File: src/verilog/wdt_pkg.sv
// Watchdog constants: option byte layout, count values, ratios, states
package wdt_pkg;

  // ==========================================
  // Option byte two layout
  localparam int          UFS_LSB     = 0;
  localparam int          RCS_LSB     = 2;
  localparam logic [7:0]  OPT2_ERASED = 8'hFF;

  // ==========================================
  // Count values selected by the period field
  localparam logic [13:0] CNT_SEL0 = 14'h03FF;
  localparam logic [13:0] CNT_SEL1 = 14'h0FFF;
  localparam logic [13:0] CNT_SEL2 = 14'h1FFF;
  localparam logic [13:0] CNT_SEL3 = 14'h3FFF;

  // ==========================================
  // Prescaler division ratios
  localparam logic [7:0]  DIV_FAST = 8'h10;
  localparam logic [7:0]  DIV_SLOW = 8'h80;
  localparam logic [7:0]  DIV_LOCO = 8'h02;

  // ==========================================
  // Refresh register write sequence
  localparam logic [7:0]  REFRESH_FIRST  = 8'h00;
  localparam logic [7:0]  REFRESH_SECOND = 8'hFF;

  // ==========================================
  // Counter run state
  typedef enum logic {
    ST_STOPPED,
    ST_RUNNING
  } wdt_state_t;

endpackage : wdt_pkg

File: src/verilog/wdt_top.sv
// Watchdog timer core with flash option configuration
`timescale 1ns/100ps

module wdt_top #(
  parameter int PRESC_W = 7
) (
  // Clock and reset
  input  wire logic        MCLK,
  input  wire logic        RESET_N,
  // Option data read from flash
  input  wire logic [7:0]  OPT_BYTE_TWO,
  input  wire logic        AUTO_START_OPT,
  // Software register writes
  input  wire logic        REFRESH_WR,
  input  wire logic [7:0]  REFRESH_DATA,
  input  wire logic        START_WR,
  // Clock and action controls
  input  wire logic        PRESCALER_RATIO_SELECT,
  input  wire logic        LOW_SPEED_CLOCK_SELECT,
  input  wire logic        UNDERFLOW_ACTION_SELECT,
  // Power modes
  input  wire logic        STOP_MODE,
  input  wire logic        WAIT_MODE,
  // Status and events
  output logic             WDT_RESET_REQ,
  output logic             WDT_IRQ,
  output logic             REFRESH_IGNORED,
  output logic             COUNTING,
  output logic [13:0]      COUNT_VALUE
);

  // ==========================================
  // Parameter check
  // Elaboration stops here if the prescaler cannot reach a ratio of 128
  if (PRESC_W < 7)
  begin : g_presc_check
    $error("PRESC_W too small for a ratio of 128");
  end

  // ==========================================
  // State
  wdt_pkg::wdt_state_t state_reg, state_next;
  logic [7:0]          opt2_reg, opt2_next;
  logic [PRESC_W-1:0]  presc_reg, presc_next;
  logic [13:0]         cnt_reg, cnt_next;
  logic                armed_reg, armed_next;
  logic                rst_req_reg, rst_req_next;
  logic                irq_reg, irq_next;
  logic                ign_reg, ign_next;

  // ==========================================
  // Decoded settings
  logic [13:0]         reload_val;
  logic [7:0]          ratio;
  logic [14:0]         quarter;
  logic [14:0]         win_lim;
  logic                run_en;
  logic                tick;
  logic                in_window;
  logic                refresh_hit;
  logic [7:0]          opt_src;

  // While reset is held the incoming byte is decoded directly, so the
  // very first period already runs on the selected count
  assign opt_src = RESET_N ? opt2_reg : OPT_BYTE_TWO;

  // Count value from the period field
  always_comb
  begin
    case (opt_src[wdt_pkg::UFS_LSB +: 2])
      2'b00:   reload_val = wdt_pkg::CNT_SEL0;
      2'b01:   reload_val = wdt_pkg::CNT_SEL1;
      2'b10:   reload_val = wdt_pkg::CNT_SEL2;
      default: reload_val = wdt_pkg::CNT_SEL3;
    endcase
  end

  // Ratio: low-speed clock overrides the select bit
  always_comb
  begin
    if (LOW_SPEED_CLOCK_SELECT)
      ratio = wdt_pkg::DIV_LOCO;
    else if (PRESCALER_RATIO_SELECT)
      ratio = wdt_pkg::DIV_SLOW;
    else
      ratio = wdt_pkg::DIV_FAST;
  end

  // Window: last N quarters of the full interval (count+1 ticks)
  // Every count is one below a multiple of four, so quarters are exact
  assign quarter   = ({1'b0, reload_val} + 15'h0001) >> 2;
  assign win_lim   = 15'(quarter * (15'(opt2_reg[wdt_pkg::RCS_LSB +: 2]) + 15'h0001));
  assign in_window = {1'b0, cnt_reg} < win_lim;

  // Halted in stop or wait; count held
  assign run_en = (state_reg == wdt_pkg::ST_RUNNING) && !STOP_MODE && !WAIT_MODE;
  assign tick   = run_en && (presc_reg == PRESC_W'(ratio - 8'h01));

  // Second write of the refresh pair
  assign refresh_hit = REFRESH_WR && armed_reg && (REFRESH_DATA == wdt_pkg::REFRESH_SECOND);

  // ==========================================
  // Next-state logic
  always_comb
  begin
    state_next   = state_reg;
    opt2_next    = opt2_reg;
    presc_next   = presc_reg;
    cnt_next     = cnt_reg;
    armed_next   = armed_reg;
    rst_req_next = 1'b0;
    irq_next     = 1'b0;
    ign_next     = 1'b0;
    if (!RESET_N)
    begin
      // Option data is sampled while reset is held
      opt2_next  = OPT_BYTE_TWO;
      presc_next = '0;
      // Selected count from the start, auto-start included
      cnt_next   = reload_val;
      armed_next = 1'b0;
      if (AUTO_START_OPT)
        state_next = wdt_pkg::ST_STOPPED;
      else
        state_next = wdt_pkg::ST_RUNNING;
    end
    else
    begin
      // Counter reload after reset uses the latched option byte
      if (state_reg == wdt_pkg::ST_STOPPED)
      begin
        cnt_next = reload_val;
        if (START_WR)
          state_next = wdt_pkg::ST_RUNNING;
      end
      // Prescaler wraps at the selected ratio, never cleared by refresh
      if (run_en)
      begin
        if (tick)
          presc_next = '0;
        else
          presc_next = presc_reg + PRESC_W'(1);
      end
      // Down count and underflow
      if (tick)
      begin
        if (cnt_reg == 14'h0000)
        begin
          cnt_next = reload_val;
          if (UNDERFLOW_ACTION_SELECT)
            rst_req_next = 1'b1;
          else
            irq_next = 1'b1;
        end
        else
          cnt_next = cnt_reg - 14'h0001;
      end
      // Refresh pair tracking; any other write breaks the pair
      if (REFRESH_WR)
        armed_next = (REFRESH_DATA == wdt_pkg::REFRESH_FIRST);
      // Refresh outside the window or while stopped is dropped
      if (refresh_hit)
      begin
        if (state_reg == wdt_pkg::ST_RUNNING && in_window)
          cnt_next = reload_val;
        else
          ign_next = 1'b1;
      end
    end
  end

  // ==========================================
  // Registers
  always_ff @(posedge MCLK)
  begin
    state_reg   <= state_next;
    opt2_reg    <= opt2_next;
    presc_reg   <= presc_next;
    cnt_reg     <= cnt_next;
    armed_reg   <= armed_next;
    rst_req_reg <= rst_req_next;
    irq_reg     <= irq_next;
    ign_reg     <= ign_next;
  end

  // ==========================================
  // Outputs
  assign WDT_RESET_REQ   = rst_req_reg;
  assign WDT_IRQ         = irq_reg;
  assign REFRESH_IGNORED = ign_reg;
  assign COUNTING        = (state_reg == wdt_pkg::ST_RUNNING);
  assign COUNT_VALUE     = cnt_reg;
endmodule : wdt_top
File: config.mk
export PLATFORM = sky130hd
export DESIGN_NAME = wdt_top
export DESIGN_NICKNAME = d
export VERILOG_FILES = /design/src/verilog/wdt_pkg.sv /design/src/verilog/wdt_top.sv
export SDC_FILE = /design/constraint.sdc
export NUM_CORES = 1
export LEC_CHECK = 0
export CAP_MARGIN = 20
export CELL_PAD_IN_SITES_DETAIL_PLACEMENT = 0
export CELL_PAD_IN_SITES_GLOBAL_PLACEMENT = 1
export CORE_MARGIN = 3
export CORE_UTILIZATION = 49
export CTS_BUF_LIST = sky130_fd_sc_hd__clkbuf_4 sky130_fd_sc_hd__clkbuf_8
export DETAILED_ROUTE_END_ITERATION = 16
export DONT_BUFFER_PORTS = 1
export PLACE_DENSITY = 0.91
export RECOVER_POWER = 50
export REMOVE_ABC_BUFFERS = 1
export SLEW_MARGIN = 15
export SYNTH_ARGS = -nofsm -noshare
export SYNTH_HDL_FRONTEND = slang
export SYNTH_SLANG_ARGS = --single-unit
File: constraint.sdc
create_clock -name MCLK -period 4.4 [get_ports MCLK]
set_input_delay 0.44 -clock MCLK [delete_from_list [all_inputs] [get_ports MCLK]]
set_output_delay 0.44 -clock MCLK [all_outputs]
set_load 0.05 [all_outputs]
==> metrics.cfg <==
[status]
run_status = completed

[clocking]
hold_buffers = 0
cts_root_buf = clkbuf_8
cts_max_path_buffers = 2
postCtsSetupBuffers = 0
cts_sinks = 30
path_clk_slew_ns = 0.07
cts-resized-gates = 0
cts_tree = built
numCtsBuffers = 5
insertion_delay_ns = 0.28
htreeDepth = 2

[layout]
n_fill_cell = 375
diodes = 0
syn_to_final_growth_pct = 7.75
final_area_sq_mm = 0.00216
nets = 284
largest_reg_flops = 14
drive_above_1_share = 0.0871

[routing]
ant_nets = 0
drc = 0
vias = 1733
drt_pass1_iterations = 4
via_per_inst = 6.00
first_iter_violations = 67
wl_per_cell_microns = 15.3
wirelength_microns = 4440

[worst_setup_path]
critPathMaxStageDelay_ns = 0.56
r2r-end = COUNT_VALUE[10]
worstPathCellList = ha_1 -> and3_1 -> fa_1 -> fa_1 -> xnor2_1 -> ha_1 -> o211ai_1 -> a21o_1 -> nand4_1 -> and4b_1 -> a21oi_1 -> a21oi_1
critPathBufInv = 0
startpoint_type = register
critPathRequiredTime_ns = 4.61
crit_family = adder cells
crit_path_top_delay_cell = and4b_1
r2r_slack_ns = 0.70
critPathMaxFanout = 14
critPathArrivalTime_ns = 3.91
r2r_cells = 12
worstSetupEndpointType = register
r2r-start = opt2_reg[2]
criticalPathCategory = reg2reg

[synthesis]
synth_top_family_by_area = simple AND/OR/NAND/NOR gates
synth_top_cell_area_share = 0.280
synth_mux_area_frac = 0.0156
yosys_warnings = 0
synthArstFlopShare = 0
synth_flop_cell = dfxtp_1
synthAdderAreaFrac = 0.114
yosys.area_share.simple = 0.336
yosysSeqAreaShare = 0.310
ys_top_cells_by_area = dfxtp_1, ha_1, a21oi_1, nand2_1, o21ai_0
synth.cell_area_sq_mm = 0.00200
ys_ff_latch = 30
synth.distinct_cells = 54
yosys.area.top_type = dfxtp_1
synth_common_cells = dfxtp_1, a21oi_1, nand2_1, nor2_1, ha_1
synthXorXnorAreaFrac = 0.0350
synth.most_common_cell = dfxtp_1
syn_area_per_cell_sq_um = 8.49
synth_compound_area_frac = 0.157
synth_edf_count = 2
syn_inst = 236

[worst_hold_path]
whs_endpoint = WDT_IRQ
holdCritStartpoint = UNDERFLOW_ACTION_SELECT
hold_path_depth = 1
holdCritPathClass = in2reg

[power_and_ir_drop]
switching_share = 0.278
power_density_mw_per_mm2 = 327
power_switching_uw = 196
p_clk_frac = 0.401
max-vdd-ir-drop_mv = 0.192
power_leakage_uw = 0.000858
power_frac_comb = 0.145
pwr-share-seq = 0.454
internal_power_uw = 509

[global_routing]
grt_max_degree = 15
grt_usage = 0.195
grt_pass1_wl_microns = 7730
antenna_found_initial = 0
grt_pass1_vias = 1701
overflow = 0

[floorplan]
die_h_microns = 69.9
initial_core_util = 0.527
io_pins = 44
core.rowCount = 22
coreArea_sq_mm = 0.00380
die_width_microns = 69.9
dieArea_sq_mm = 0.00489

[timing]
max_freq_ghz = 0.270
finalSetupTns_ns = 0
setup_viol_count_final = 0
fin_crit_sh = 0.842
finalHoldViolations = 0
grt_setup_unrepaired = false
finalCriticalPeriod_ns = 3.70
fin_skew_ns = 0.00421
max_slew_margin = 0.347
slew_viol_final = 0
tightest_slew_ns = 0.979

[flow_run]
maxCapViolCount = 0

[placement]
portBuffers = 0
placed_area_sq_mm = 0.00206
place_congestion = 0.791
place_hpwl_microns = 3260

[logic make-up after synthesis]
family,Yosys count
flops,30
buf+inv,16
simple gates,109
xor+xnor,8
fa+ha+maj,17
mux,3
compound gates,53
[power by group through the flow]
| stage | sequential (uW) | combinational, uW | clock [uW] |
|---|---|---|---|
| detailed placement | 326 | 104 | 0 |
| CTS | 320 | 106 | 289 |
| finish | 320 | 102 | 283 |
| floorplan | 324 | 76.6 | 0 |
| global placement | 326 | 102 | 0 |
| global route | 322 | 119 | 300 |
[placed cells by master (no fill, tap or decap), types with 5 or more instances in the layout]
cell / instances
dfxtp_1: 28
a21oi_1: 20
nand2_1: 19
nor2_1: 16
ha_1: 15
o21ai_0: 14
and3_1: 11
inv_1: 10
nor3_1: 9
nand4_1: 9
clkbuf_8: 6
xor2_1: 5
[metrics by stage]
stage / total power, uW / util / setup slack [ns] / cells / hold slack [ns]
after CTS: 715 / 0.572 / 0.706 / 289 / 0.222
after floorplan: 401 / - / 1.00 / 231 / 0.450
after global routing: 741 / 0.568 / 0.371 / 289 / 0.226
final: 706 / 0.568 / 0.697 / 289 / 0.233
after global placement: 428 / 0.542 / 0.602 / 282 / 0.468
after detailed placement: 431 / 0.542 / 0.571 / 282 / 0.477
[worst register-to-register path, cell delays in order (launching register included)]
cell and delay [ns]:
edfxtp_1 0.46, ha_1 0.37, and3_1 0.17, fa_1 0.51, fa_1 0.45, xnor2_1 0.14, ha_1 0.30, o211ai_1 0.10
a21o_1 0.20, nand4_1 0.10, and4b_1 0.56, a21oi_1 0.13, a21oi_1 0.14
[per-layer routing]
layer	GRT usage	part of all wire
met4	0.0702	0.011
met5	0	0
met2	0.320	0.49
met1	0.254	0.46
met3	0.0374	0.039
[area by class of cell]
type / count / area, sq um / area share
Clock inverter: 1 / 30.0 / 0.0139
Sequential cell: 30 / 621 / 0.288
Multi-Input combinational cell: 190 / 1310 / 0.605
Clock buffer: 6 / 82.6 / 0.0383
Timing Repair Buffer: 3 / 18.8 / 0.00870
Inverter: 11 / 41.3 / 0.0191
Tap cell: 48 / 60.1 / 0.0278
[worst max path at each step]
stage / start / endpoint / cells past startpoint
final: opt2_reg[2] / COUNT_VALUE[10] / 12
after global routing: opt2_reg[1] / COUNT_VALUE[2] / 12
after CTS: opt2_reg[2] / COUNT_VALUE[10] / 12
after detailed placement: OPT_BYTE_TWO[0] / COUNT_VALUE[2] / 13
after global placement: OPT_BYTE_TWO[0] / COUNT_VALUE[3] / 13
after floorplan: OPT_BYTE_TWO[0] / COUNT_VALUE[10] / 14
Power figures use the tool's default switching activity.
